`config.mk`:
```
export PLATFORM = sky130hd
export DESIGN_NAME = rmd_rx_mac
export DESIGN_NICKNAME = d
export VERILOG_FILES = /design/src/include/rmd_pkg.sv /design/src/logic/rmd_rx_mac.sv
export SDC_FILE = /design/constraint.sdc
export NUM_CORES = 1
export LEC_CHECK = 0
export ABC_AREA = 1
export BUFFER_PORTS_ARGS = -buffer_cell sky130_fd_sc_hd__buf_2
export CORE_AREA = 2 2 271 327
export CTS_CLUSTER_DIAMETER = 50
export DETAILED_ROUTE_END_ITERATION = 7
export DIE_AREA = 0 0 273 329
export SLEW_MARGIN = 25
export SYNTH_ARGS = -nofsm -noshare
export SYNTH_HDL_FRONTEND = slang
export SYNTH_SLANG_ARGS = --single-unit
```
`constraint.sdc`:
```
create_clock -name i_clk -period 16.2 [get_ports i_clk]
set_input_delay 3.24 -clock i_clk [delete_from_list [all_inputs] [get_ports i_clk]]
set_output_delay 3.24 -clock i_clk [all_outputs]
set_load 0.05 [all_outputs]
```
`src/include/rmd_pkg.sv`:
```
// package: constants and carriers for the receive mac datapath
package rmd_pkg;
  // ----------------------------------------------------------------
  // lane geometry
  // ----------------------------------------------------------------
  localparam int LANES = 8; // byte lanes per word, lane 0 is the msb
  localparam int DW = 64; // data bits per word
  localparam logic [3:0] FULL_NB = 4'h8; // byte count of a full word
  localparam logic [3:0] CRC_BYTES = 4'h4; // check field length
  // ----------------------------------------------------------------
  // phy control characters and preamble
  // ----------------------------------------------------------------
  localparam logic [7:0] CH_START = 8'hFB;
  localparam logic [7:0] CH_TERM = 8'hFD;
  localparam logic [7:0] PRE_BYTE = 8'h55;
  localparam logic [7:0] SFD_BYTE = 8'hD5;
  localparam logic [63:0] START_WORD = {CH_START, {6{PRE_BYTE}}, SFD_BYTE};
  localparam logic [7:0] START_CTRL = 8'h80; // only lane 0 is control
  // ----------------------------------------------------------------
  // crc-32, reflected form, residue over data plus check field
  // ----------------------------------------------------------------
  localparam logic [31:0] CRC_INIT = 32'hFFFFFFFF;
  localparam logic [31:0] CRC_POLY = 32'hEDB88320;
  localparam logic [31:0] CRC_RESIDUE = 32'hDEBB20E3;
  // ----------------------------------------------------------------
  // control frame identification
  // ----------------------------------------------------------------
  localparam logic [15:0] ETYPE_CTRL = 16'h8808;
  localparam logic [15:0] OPC_PAUSE = 16'h0001;
  localparam logic [15:0] OPC_PFC = 16'h0101;
  localparam logic [2:0] CLS_NONE = 3'h0;
  localparam logic [2:0] CLS_STD = 3'h1;
  localparam logic [2:0] CLS_PFC = 3'h2;
  localparam logic [2:0] CLS_OTHER = 3'h4;
  localparam logic [1:0] FLOW_NONE = 2'h0;
  localparam logic [1:0] FLOW_STD = 2'h1;
  localparam logic [1:0] FLOW_PFC = 2'h2;
  // ----------------------------------------------------------------
  // register map
  // ----------------------------------------------------------------
  localparam logic [7:0] ADDR_CRC_CFG = 8'h00; // crc_strip_config_reg
  localparam logic [7:0] ADDR_PAUSE_FWD = 8'h04;
  localparam logic [7:0] ADDR_PAUSE_EN = 8'h08;
  localparam logic [7:0] ADDR_STATUS = 8'h0C;
  localparam logic [7:0] ADDR_FCS_CNT = 8'h10;
  localparam logic CRC_STRIP_RST = 1'b1;
  localparam logic PAUSE_FWD_RST = 1'b0;
  localparam logic [7:0] PAUSE_EN_RST = 8'hFF;
  localparam int ERR_MALFORMED = 0; // error vector bit positions
  localparam int ERR_FCS = 1;
  // ----------------------------------------------------------------
  // carriers
  // ----------------------------------------------------------------
  typedef struct packed {
    logic [63:0] data; // lane 0 in [63:56]
    logic [7:0] ctrl; // bit 7 flags lane 0 as control
  } rmd_phy_word_type;
  typedef struct packed {
    logic [63:0] data;
    logic [3:0] nb; // valid bytes, zero for an empty stage
    logic sop;
    logic last;
    logic pkt; // packet word, clear for forwarded gap
    logic [1:0] err;
  } rmd_stage_type;
  typedef struct packed {
    logic valid;
    logic sop;
    logic eop;
    logic [2:0] empty;
    logic [63:0] data;
    logic [1:0] err;
    logic fcs_error;
    logic fcs_valid;
    logic [2:0] ctrl_flag;
  } rmd_client_type;
endpackage

```
`src/logic/rmd_rx_mac.sv`:
```
// module: receive mac datapath from phy lanes to packet client stream
//
// Decided for this implementation: the register offsets and the APB slave port.
`timescale 1ns/1ps
//
// Overview of operation
// - drop pause frames by default
// - forward pause frames when forward bit set
// - check start, six preamble bytes, delimiter
// - accept start only on lane zero
// - delimiter 0xD5 ends the preamble
// - strip preamble unless passthrough built in
// - crc strip bit 0, enabled at reset
// - eop on last crc or payload byte
// - fcs error, fcs valid, error bit 1 together
// - fcs error with eop or one cycle later
// - check field arrives highest term first
// - terminate character produces end of packet
// - error character ends packet as malformed
// - other control character ends packet malformed
// - inserted link errors flagged as malformed
// - drop gap octets unless custom interface
// - act on pause only when enabled
// - mismatched control frames pass through unchanged
// - one-hot control flag with every control packet, zero for other packets
// - empty count of unused low lanes
// - first packet byte on msb lane
module rmd_rx_mac import rmd_pkg::*; #(
  parameter bit PREAMBLE_PASS = 1'b0, // keep the eight-byte preamble
  parameter bit EOP_ALIGN_FCS = 1'b1, // fcs status in the eop cycle
  parameter bit CUSTOM_IF = 1'b0, // forward gap octets to client
  parameter logic [1:0] FLOW_MODE = FLOW_STD
) (
  input wire logic i_clk,
  input wire logic i_rst_n,
  input wire rmd_phy_word_type i_phy,
  input wire logic [7:0] i_paddr,
  input wire logic i_psel,
  input wire logic i_penable,
  input wire logic i_pwrite,
  input wire logic [31:0] i_pwdata,
  output logic o_pready,
  output logic [31:0] o_prdata,
  output logic o_pslverr,
  output rmd_client_type o_rx,
  output logic o_pause_rcvd
);
  // ----------------------------------------------------------------
  // helpers
  // ----------------------------------------------------------------
  // byte of lane i, lane 0 being the most significant
  function automatic logic [7:0] lane_byte(input logic [63:0] w,
                                           input int i);
    lane_byte = w[DW-1-8*i -: 8];
  endfunction
  // one byte into the reflected crc, lsb first
  function automatic logic [31:0] crc_byte(input logic [31:0] c,
                                           input logic [7:0] b);
    logic [31:0] r;
    r = c ^ {24'h000000, b};
    for (int k = 0; k < 8; k++) begin
      r = r[0] ? ((r >> 1) ^ CRC_POLY) : (r >> 1);
    end
    crc_byte = r;
  endfunction
  // the first nb lanes of a word into the crc
  function automatic logic [31:0] crc_word(input logic [31:0] c,
                                           input logic [63:0] w,
                                           input logic [3:0] nb);
    logic [31:0] r;
    r = c;
    for (int i = 0; i < LANES; i++) begin
      if (i < int'(nb)) begin
        r = crc_byte(r, lane_byte(w, i));
      end
    end
    crc_word = r;
  endfunction
  // type and opcode sit in bytes 4..7 of the second data word
  function automatic logic [2:0] classify(input logic [63:0] w2);
    if (w2[31:16] != ETYPE_CTRL) begin
      classify = CLS_NONE;
    end else if (w2[15:0] == OPC_PAUSE) begin
      classify = CLS_STD;
    end else if (w2[15:0] == OPC_PFC) begin
      classify = CLS_PFC;
    end else begin
      classify = CLS_OTHER;
    end
  endfunction
  // ----------------------------------------------------------------
  // state and registers
  // ----------------------------------------------------------------
  typedef enum logic [1:0] {
    ST_IDLE = 2'b01,
    ST_FRAME = 2'b10
  } rmd_state_type;
  localparam logic [2:0] CLS_MATCH = (FLOW_MODE == FLOW_STD) ? CLS_STD :
                                     (FLOW_MODE == FLOW_PFC) ? CLS_PFC :
                                     CLS_NONE;
  rmd_state_type st; // frame receive state
  rmd_state_type next_st;
  rmd_stage_type s0; // newest pipeline stage
  rmd_stage_type s1; // stage feeding the client output
  rmd_stage_type next_s0;
  rmd_stage_type next_s1;
  logic [31:0] crc_q; // running crc of the frame
  logic [1:0] wcnt; // data words seen, saturates at 2
  logic cls_set; // frame class known
  logic [2:0] cls_q; // latched frame class
  logic crc_strip; // crc_strip_config_reg bit 0
  logic pause_fwd; // forward matching pause frames
  logic [7:0] pause_en; // pause receive enables
  logic [31:0] fcs_cnt; // frames ended with an fcs error
  logic fcs_dly_v; // delayed fcs report, unaligned build
  logic [1:0] fcs_dly_err;
  // ----------------------------------------------------------------
  // phy word decode
  // ----------------------------------------------------------------
  wire logic start_ok = (i_phy.ctrl == START_CTRL) &&
                        (i_phy.data == START_WORD);
  wire logic data_word = (i_phy.ctrl == 8'h00);
  wire logic in_frame = (st == ST_FRAME);
  wire logic tail_now = in_frame && !data_word;
  logic [3:0] t_lane; // first control lane of the word
  always_comb begin
    t_lane = 4'h0;
    for (int i = LANES - 1; i >= 0; i--) begin
      if (i_phy.ctrl[LANES-1-i]) begin
        t_lane = 4'(i);
      end
    end
  end
  // anything but terminate (error, idle, start) ends the frame badly
  wire logic malformed = lane_byte(i_phy.data, int'(t_lane)) != CH_TERM;
  wire logic [31:0] crc_end = crc_word(crc_q, i_phy.data, t_lane);
  wire logic fcs_bad = malformed || (crc_end != CRC_RESIDUE);
  wire logic [1:0] end_err = {fcs_bad, malformed};
  // ----------------------------------------------------------------
  // tail trimming: the check field may straddle two words
  // ----------------------------------------------------------------
  wire logic [3:0] cut = crc_strip ? CRC_BYTES : 4'h0;
  wire logic s0_cur = s0.pkt && (s0.nb != 4'h0) && !s0.last;
  wire logic cut_in_part = (t_lane >= cut);
  wire logic [3:0] part_raw = cut_in_part ? t_lane - cut : 4'h0;
  wire logic [3:0] s0_nb_end = cut_in_part ? FULL_NB :
                               4'(FULL_NB - (cut - t_lane));
  // a frame with no earlier word still closes with one byte
  wire logic part_v = (part_raw != 4'h0) || !s0_cur;
  wire logic [3:0] part_nb = (part_raw != 4'h0) ? part_raw : 4'h1;
  // ----------------------------------------------------------------
  // frame class and drop decision
  // ----------------------------------------------------------------
  wire logic cls_at_in = in_frame && data_word && (wcnt == 2'h1);
  wire logic [2:0] cls_eff = cls_set ? cls_q :
                             cls_at_in ? classify(i_phy.data) : CLS_NONE;
  // only frames of the built flow mode are ours to swallow
  wire logic drop_eff = (CLS_MATCH != CLS_NONE) && (cls_eff == CLS_MATCH)
                        && !pause_fwd;
  wire logic s1_v = (s1.nb != 4'h0);
  wire logic s1_end = s1_v && s1.last;
  wire logic out_v = s1_v && !(s1.pkt && drop_eff);
  wire logic en_any = (FLOW_MODE == FLOW_STD) ? pause_en[0] :
                      (FLOW_MODE == FLOW_PFC) ? (|pause_en) : 1'b0;
  // ----------------------------------------------------------------
  // next stage values
  // ----------------------------------------------------------------
  always_comb begin
    next_st = st;
    next_s0 = '0;
    next_s1 = s0;
    case (st)
      ST_IDLE: begin
        if (start_ok) begin
          next_st = ST_FRAME;
          if (PREAMBLE_PASS) begin
            next_s0 = '{START_WORD, FULL_NB, 1'b1, 1'b0, 1'b1, 2'b00};
          end
        end else if (CUSTOM_IF) begin
          next_s0 = '{i_phy.data, FULL_NB, 1'b0, 1'b0, 1'b0, 2'b00};
        end
      end
      ST_FRAME: begin
        if (!tail_now) begin // no control lane yet, frame goes on
          // sop lands on the msb lane of the first word
          next_s0 = '{i_phy.data, FULL_NB,
                      (wcnt == 2'h0) && !PREAMBLE_PASS,
                      1'b0, 1'b1, 2'b00};
        end else begin
          next_st = ST_IDLE; // a later terminate gets no eop
          if (part_v) begin
            next_s0 = '{i_phy.data, part_nb, (wcnt == 2'h0) &&
                        !PREAMBLE_PASS && !s0_cur, 1'b1, 1'b1, end_err};
          end
          if (s0_cur) begin
            next_s1.nb = s0_nb_end;
            next_s1.last = !part_v;
            next_s1.err = part_v ? 2'b00 : end_err;
          end
        end
      end
      default: begin
        next_st = ST_IDLE;
      end
    endcase
  end
  // ----------------------------------------------------------------
  // receive pipeline, shifts every cycle
  // ----------------------------------------------------------------
  always_ff @(posedge i_clk or negedge i_rst_n) begin
    if (!i_rst_n) begin
      st <= ST_IDLE;
      s0 <= '0;
      s1 <= '0;
    end else begin
      st <= next_st;
      s0 <= next_s0;
      s1 <= next_s1;
    end
  end
  // crc and word count; check field bits fold in lsb first
  always_ff @(posedge i_clk or negedge i_rst_n) begin
    if (!i_rst_n) begin
      crc_q <= CRC_INIT;
      wcnt <= 2'h0;
    end else if (!in_frame) begin
      crc_q <= CRC_INIT;
      wcnt <= 2'h0;
    end else if (data_word) begin
      crc_q <= crc_word(crc_q, i_phy.data, FULL_NB);
      wcnt <= (wcnt == 2'h2) ? wcnt : wcnt + 2'h1;
    end
  end
  // class holds until the frame's last word leaves the pipe
  always_ff @(posedge i_clk or negedge i_rst_n) begin
    if (!i_rst_n) begin
      cls_set <= 1'b0;
      cls_q <= CLS_NONE;
    end else if (cls_at_in) begin
      cls_set <= 1'b1;
      cls_q <= classify(i_phy.data);
    end else if (s1_end) begin
      cls_set <= 1'b0;
      cls_q <= CLS_NONE;
    end
  end
  // ----------------------------------------------------------------
  // client output
  // ----------------------------------------------------------------
  always_ff @(posedge i_clk or negedge i_rst_n) begin
    if (!i_rst_n) begin
      o_rx <= '0;
      fcs_dly_v <= 1'b0;
      fcs_dly_err <= 2'b00;
    end else begin
      o_rx.valid <= out_v;
      o_rx.sop <= out_v && s1.sop;
      o_rx.eop <= out_v && s1.last;
      o_rx.empty <= 3'(FULL_NB - s1.nb);
      o_rx.data <= s1.data;
      o_rx.ctrl_flag <= (out_v && s1.pkt) ? cls_eff : CLS_NONE;
      fcs_dly_v <= out_v && s1.last;
      fcs_dly_err <= s1.err;
      if (EOP_ALIGN_FCS) begin
        o_rx.fcs_valid <= out_v && s1.last;
        o_rx.fcs_error <= out_v && s1.last && s1.err[ERR_FCS];
        o_rx.err <= (out_v && s1.last) ? s1.err : 2'b00;
      end else begin
        o_rx.fcs_valid <= fcs_dly_v;
        o_rx.fcs_error <= fcs_dly_v && fcs_dly_err[ERR_FCS];
        o_rx.err <= fcs_dly_v ? fcs_dly_err : 2'b00;
      end
    end
  end
  // good pause frame of the built mode reaches the pause logic
  always_ff @(posedge i_clk or negedge i_rst_n) begin
    if (!i_rst_n) begin
      o_pause_rcvd <= 1'b0;
    end else begin
      o_pause_rcvd <= s1_end && (cls_eff == CLS_MATCH) &&
                      (CLS_MATCH != CLS_NONE) && en_any &&
                      (s1.err == 2'b00);
    end
  end
  // ----------------------------------------------------------------
  // apb slave: one wait state, then pready for one cycle
  // ----------------------------------------------------------------
  wire logic apb_acc = i_psel && i_penable;
  wire logic apb_first = apb_acc && !o_pready;
  wire logic wr_fire = apb_acc && o_pready && i_pwrite;
  wire logic addr_hit = (i_paddr == ADDR_CRC_CFG) ||
                        (i_paddr == ADDR_PAUSE_FWD) ||
                        (i_paddr == ADDR_PAUSE_EN) ||
                        (i_paddr == ADDR_STATUS) ||
                        (i_paddr == ADDR_FCS_CNT);
  logic [31:0] rd_mux;
  always_comb begin
    case (i_paddr)
      ADDR_CRC_CFG: rd_mux = {31'h0, crc_strip};
      ADDR_PAUSE_FWD: rd_mux = {31'h0, pause_fwd};
      ADDR_PAUSE_EN: rd_mux = {24'h0, pause_en};
      ADDR_STATUS: rd_mux = {29'h0, cls_set, s0_cur, in_frame};
      ADDR_FCS_CNT: rd_mux = fcs_cnt;
      default: rd_mux = 32'h0;
    endcase
  end
  // answer registers; unmapped addresses answer with pslverr
  always_ff @(posedge i_clk or negedge i_rst_n) begin
    if (!i_rst_n) begin
      o_pready <= 1'b0;
      o_prdata <= 32'h0;
      o_pslverr <= 1'b0;
    end else begin
      o_pready <= apb_first;
      o_prdata <= (apb_first && !i_pwrite) ? rd_mux : 32'h0;
      o_pslverr <= apb_first && !addr_hit;
    end
  end
  // configuration writes take effect at the completing edge
  always_ff @(posedge i_clk or negedge i_rst_n) begin
    if (!i_rst_n) begin
      crc_strip <= CRC_STRIP_RST;
      pause_fwd <= PAUSE_FWD_RST;
      pause_en <= PAUSE_EN_RST;
    end else if (wr_fire) begin
      if (i_paddr == ADDR_CRC_CFG) begin
        crc_strip <= i_pwdata[0];
      end
      if (i_paddr == ADDR_PAUSE_FWD) begin
        pause_fwd <= i_pwdata[0];
      end
      if (i_paddr == ADDR_PAUSE_EN) begin
        pause_en <= i_pwdata[7:0];
      end
    end
  end
  // counter wraps; no clear, software takes differences
  always_ff @(posedge i_clk or negedge i_rst_n) begin
    if (!i_rst_n) begin
      fcs_cnt <= 32'h0;
    end else if (s1_end && s1.err[ERR_FCS]) begin
      fcs_cnt <= fcs_cnt + 32'h1;
    end
  end

  logic pkt_open; // helper: client packet between sop and eop
  always_ff @(posedge i_clk or negedge i_rst_n) begin
    if (!i_rst_n) begin
      pkt_open <= 1'b0;
    end else if (o_rx.valid && o_rx.eop) begin
      pkt_open <= 1'b0;
    end else if (o_rx.valid && o_rx.sop) begin
      pkt_open <= 1'b1;
    end
  end
endmodule

```
==> Word-level counts from Yosys, hierarchy flattened <==
Cells that the tools add are included.
{ "totals": {"regBits": 339, "out_inout_bits": 112} }
{ "classes": {"n_reduce_logical": 53, "n_eq_ne": 20, "bitwise_logic": 135, "n_addsub": 7, "order_cmp": 9, "muxes": 188, "shift": 1} }
{ "op_table": {"columns": ["op", "count"], "rows": [
  ["$mux 32", 145],
  ["$not 13->14", 120],
  ["$xor 32x8->32", 15],
  ["$mux 73", 3],
  ["$pmux 32 s5", 1],
  ["$shiftx 71x7->8", 1],
  ["$eq 64x64->1 const B", 1],
  ["$mux 3", 17],
  ["$add 32x1->32 const B", 1],
  ["$ne 32x32->1 const B", 1],
  ["$logic_and 1x1->1", 25],
  ["$mux 4", 6],
  ["$mux 2", 10],
  ["$eq 16x1->1 const B", 1],
  ["$eq 16x9->1 const B", 1],
  ["$eq 8x4->1 const B", 2],
  ["$logic_not 8->1", 2],
  ["$ne 16x16->1 const B", 1],
  ["$lt 3x3->1 const A", 4],
  ["$reduce_bool 4->1", 3],
  ["$reduce_and 2->1", 5],
  ["$logic_not 1->1", 9],
  ["$eq 8x3->1 const B", 1],
  ["$eq 8x5->1 const B", 1],
  ["21 further kinds", 37]
]} }

==> Depth between registers and ports, before layout <==
{ "depth": {"depth_word": 152, "mapped_depth": 68, "depth_no_buf": 66} }

==> Least setup slack after synthesis <==
OpenSTA, ideal clock, no wires.
{ "synth_timing": {"path_type": "input -> register", "startpoint": "input port i_phy[71] in the netlist's numbering", "endpoint": "register crc_q[19]", "setup_slack_ns": 7.134, "path_buffers": 0, "arrival_ns": 8.990, "setup_ns": 0.076, "stages": 40, "cell_sequence": "inv_1 nand2_1 nand2_1 nand2_1 nand2_4 xor2_1 xor2_2 xor2_4 xor2_4 xor2_4 xnor2_2 xor2_4 xor2_1 xor2_1 xor2_1 xor2_1 nand2_1 nand2_2 [... 4 more ...] nand2_1 nand2_2 xor2_1 or2_1 nand2_2 nand2_1 nand2_2 nand2_2 nand2_2 nand2_1 nand2_2 inv_2 nand2_1 nand2_2 nand3_1 nand2_1 nor2_1 nor2_1"} }
{ "synth_via": {"elab_chain_len": 111, "word_cells_on_any_way": 144, "classes_between": "80 x mux; 64 x bitwise"} }
{ "synth_lines": {"columns": ["item", "line", "text"], "rows": [
  ["start, declared", "rmd_rx_mac.sv:36", "input wire rmd_phy_word_type i_phy,"],
  ["$xor 32x8->32 (*)", "rmd_rx_mac.sv:60", "r = c ^ {24'h000000, b};"],
  ["$mux 32 (*)", "rmd_rx_mac.sv:62", "r = r[0] ? ((r >> 1) ^ CRC_POLY) : (r >> 1);"],
  ["$not 13->14 (no source line)", null, null],
  ["$mux 32 (*) (7 in series)", "rmd_rx_mac.sv:62", null],
  ["$mux 32 (*)", "rmd_rx_mac.sv:229", "end else if (data_word) begin"],
  ["$mux 32 (*)", "rmd_rx_mac.sv:226", "end else if (!in_frame) begin"],
  ["$xor 32x8->32 (*)", "rmd_rx_mac.sv:60", null],
  ["$not 13->14 (no source line) or $mux 32 (tied branches)", null, null],
  ["[... 89 more ...]", null, null],
  ["$not 13->14 (no source line)", null, null],
  ["$mux 32 (*)", "rmd_rx_mac.sv:62", null],
  ["$not 13->14 (no source line)", null, null],
  ["$mux 32 (*)", "rmd_rx_mac.sv:62", null],
  ["$not 13->14 (no source line)", null, null],
  ["$mux 32 (*)", "rmd_rx_mac.sv:62", null],
  ["$mux 32 (*)", "rmd_rx_mac.sv:229", null],
  ["$mux 32 (*)", "rmd_rx_mac.sv:226", null],
  ["end signal, assigned", "rmd_rx_mac.sv:230", "crc_q <= crc_word(crc_q, i_phy.data, FULL_NB);"],
  ["end, declared", "rmd_rx_mac.sv:107", "logic [31:0] crc_q;"]
]} }
Every way passes the cells marked *; elsewhere a longest branch is shown, timed or not. The select of a mux whose other input is x is not followed.
A chain may end at the register's enable or synchronous reset.

==> insert_results.sql <==
INSERT INTO impl_metrics (metric_group, metric, value, unit) VALUES
('run_status', 'run_status', 'completed', ''),
('timing', 'final.setup_skew', '12.27', 'ps'),
('die', 'design.die.area', '89820', 'um^2'),
('route', 'detail_route.drc_violations', '0', ''),
('timing', 'finalHoldViolations', '0', ''),
('synthesis', 'postSynthAreaPerCell', '6.572', 'um^2'),
('synthesis', 'synth_largest_type_area_fraction', '0.2462', ''),
('clocking', 'cts.reportedPaths.clkPinSlew', '60', 'ps'),
('timing', 'fin_setup_tns', '0', 'ps'),
('die', 'chipWidth', '273', 'um'),
('route', 'wl', '109700', 'um'),
('route', 'avgViaCountPerCell', '5.020', ''),
('synthesis', 'syn_area', '30090', 'um^2'),
('synthesis', 'yosys.cell_count.top_type', 'nand2_1', ''),
('global_routing', 'grt_pass1_vias', '27643', ''),
('clocking', 'clock_tree.buffer_depth', '3', ''),
('timing', 'fin_crit', '13530', 'ps'),
('synthesis', 'synth_area_leaders', 'dfrtp_1, nand2_1, nand3_1, xor2_1, inv_1', ''),
('route', 'drtAntennaViolNets', '0', ''),
('synthesis', 'synth.yosys.seq_area_share', '0.2829', ''),
('global_routing', 'grt-ovfl-total', '0', ''),
('synthesis', 'mappedNetlistNets', '4700', ''),
('synthesis', 'synthesis.instances', '4578', ''),
('global_routing', 'global_route.usage.total', '0.2398', ''),
('route', 'drt-pass1-iter-count', '6', ''),
('clocking', 'htreeDepth', '2', ''),
('timing', 'final_slew_viol_count', '0', ''),
('die', 'chipHeight', '329', 'um'),
('synthesis', 'synth_cell_type_count', '52', ''),
('route', 'wire_per_inst', '18.42', 'um'),
('timing', 'slew-limit-headroom', '0.2894', ''),
('timing', 'final.period_utilization', '0.8355', ''),
('global_routing', 'pin_count_of_the_biggest_net_entering_global_routing', '127', ''),
('timing', 'tightestPinTransition', '1056', 'ps'),
('hold_path', 'hp-class', 'flip-flop to flip-flop', ''),
('setup_path', 'crit_required', '16660', 'ps'),
('setup_path', 'critical_path.most_common_cell', 'nand2_1', ''),
('placement', 'port-buffer-count', '204', ''),
('synthesis', 'synth-edff-count', '0', ''),
('die', 'floorplan.core_area', '86950', 'um^2'),
('clocking', 'ctsHoldBuffers', '0', ''),
('timing', 'setup_violations', '0', ''),
('final_layout', 'multiInputGateArea', '19710', 'um^2'),
('global_routing', 'grt_pass1_wl', '165600', 'um'),
('setup_path', 'cp_slowest_cell', 'clkinv_1', ''),
('die', 'design.portCount', '229', ''),
('final_layout', 'num-nets-final', '4886', ''),
('placement', 'place.gp.congestion', '1.002', ''),
('route', 'vias', '29894', ''),
('setup_path', 'path_class', 'input port to flip-flop', ''),
('route', 'initialDrtViolationCount', '2957', ''),
('setup_path', 'worst_setup_path_end_kind', 'flip-flop', ''),
('clocking', 'tritoncts', 'yes', ''),
('setup_path', 'slowest_delay', '640', 'ps'),
('setup_path', 'cp.arrival', '13990', 'ps'),
('clocking', 'insertion_delay_to_the_later_sink_of_the_worst_skew_pair', '580', 'ps'),
('setup_path', 'critical_path_peak_fanout', '56', ''),
('final_layout', 'area_growth', '12.54', '%'),
('global_routing', 'initial_antenna_violation_count', '16', ''),
('synthesis', 'synthTopCellsByCount', 'nand2_1, nand3_1, inv_1', ''),
('synthesis', 'ys_ff_latch', '338', ''),
('clocking', 'ctsRootBufferMaster', 'clkbuf_16', ''),
('clocking', 'cts_buffers', '41', ''),
('final_layout', 'post_route_cells_drive_above_1_share', '0.1136', ''),
('synthesis', 'synthesis.yosys.warnings', '0', ''),
('final_layout', 'regArea', '8511', 'um^2'),
('placement', 'dp_hpwl', '88370', 'um'),
('die', 'core.rowCount', '119', ''),
('synthesis', 'synthFlopType', 'dfrtp_1', ''),
('clocking', 'cts_post_setup_buffers_inserted', '0', ''),
('setup_path', 'crit_family', 'simple AND/OR/NAND/NOR gates', ''),
('clocking', 'cts.sink_count', '338', ''),
('final_layout', 'nFillCells', '9302', ''),
('synthesis', 'share_of_flip_flops_with_an_asynchronous_set_or_reset_after_synthesis', '1.000', ''),
('setup_path', 'timing.critical_path.buf_inv', '8', ''),
('die', 'starting_density_of_the_core', '0.3460', ''),
('flow_run', 'drv.max_cap_violation_count', '0', ''),
('clocking', 'ctsResizeCount', '0', ''),
('setup_path', 'critPathLaunchType', 'input port', ''),
('timing', 'max_clock_freq', '73.89', 'MHz'),
('synthesis', 'synth_largest_area_cell', 'dfrtp_1', ''),
('timing', 'rsz0062_at_grt', 'no', '');
flip-flops by register name, indices dropped and copies added, names as in the netlist, 3 cells and up:
| signal | count |
|---|---|
| cls_q | 3 |
| crc_q | 32 |
| fcs_cnt | 32 |
| next_s1 | 66 |
| o_prdata | 32 |
| o_rx | 75 |
| pause_en | 8 |
| s0 | 7 |
| s1 | 73 |
cell type report:
| type | count | share of cell area |
|---|---|---|
| Multi-Input combinational cell | 3745 | 0.5821 |
| Sequential cell | 338 | 0.2514 |
| Inverter | 409 | 0.04534 |
| Tap cell | 1149 | 0.04246 |
| Timing Repair Buffer | 229 | 0.03670 |
| Clock buffer | 53 | 0.03374 |
| Clock inverter | 23 | 0.007650 |
| Antenna cell | 9 | 0.0006652 |
cell families after synthesis:
kind of cell / count (synthesis) / synth area share
fa+ha+maj: 5 / 0.002079
simple gates: 2989 / 0.4205
compound gates: 190 / 0.03510
mux: 7 / 0.002620
flops: 338 / 0.2829
buf+inv: 495 / 0.06334
xor+xnor: 554 / 0.1934
placed cells by master, fill, tap and decap left out, drive strengths merged, types with 3 or more instances in the layout:
master and count:
a21boi 6, nand4 39, clkbuf 53, a31oi 4, ha 5, nand2 1961
xor2 423, nor2 210, o22ai 7, a22oi 4, a221oi 3, o21ai 102
or2 26, dfstp 42, and2 4, nor4 22, clkinv 16, nor3 41
nand3b 9, inv 410, xnor2 130, diode 9, nand3 677, buf 229
dfrtp 296, o21bai 5, mux2 7, clkinvlp 4, a21oi 46
worst register-to-register path, delay by kind of cell, from the launching register on:
family | cells | cell delay [ps]
and+or+nand+nor | 51 | 7620
AOI/OAI and AO/OA | 1 | 200
DFF | 1 | 570
buffers and inverters | 7 | 630
per-stage QoR:
stage	utilization	instances	hold WS [ps]	setup WS [ps]	instance area (um^2)
6_report	0.3894	5955	337.5	2666	33860
5_1_grt	0.3894	5955	342.2	1710	33860
4_1_cts	0.3887	5945	338.7	2920	33800
3_5_place_dp	0.3726	5869	334.7	2329	32400
3_3_place_gp	0.3725	5869	332.8	2424	32390
2_1_floorplan	-	4578	331.2	7134	30090
final timing paths:
| check | start | to | slack (ps) | cells past startpoint |
|---|---|---|---|---|
| max | i_phy[2] | s1[1] | 2670 | 61 |
| min | s1[15] | o_rx[13] | 340 | 0 |
| max reg2reg | crc_q[0] | s1[1] | 7070 | 59 |
| min reg2reg | s1[15] | o_rx[13] | 340 | 0 |
| max in group asynchronous | i_rst_n | o_rx[20] | 11980 | 3 |
| min in group asynchronous | i_rst_n | o_prdata[5] | 2530 | 1 |
per-layer routing:
layer | GRT usage | routed length [um] | vias up
met5 | 0 | 66 | -
met4 | 0.1118 | 5332 | 10
met3 | 0.03747 | 7681 | 237
met2 | 0.3929 | 50510 | 1148
met1 | 0.3100 | 46120 | 13684
li1 | - | - | 14815
Power is left out: the tool's default activity adds up to more than one toggle a clock period on the data nets, which glitch-free logic cannot reach.
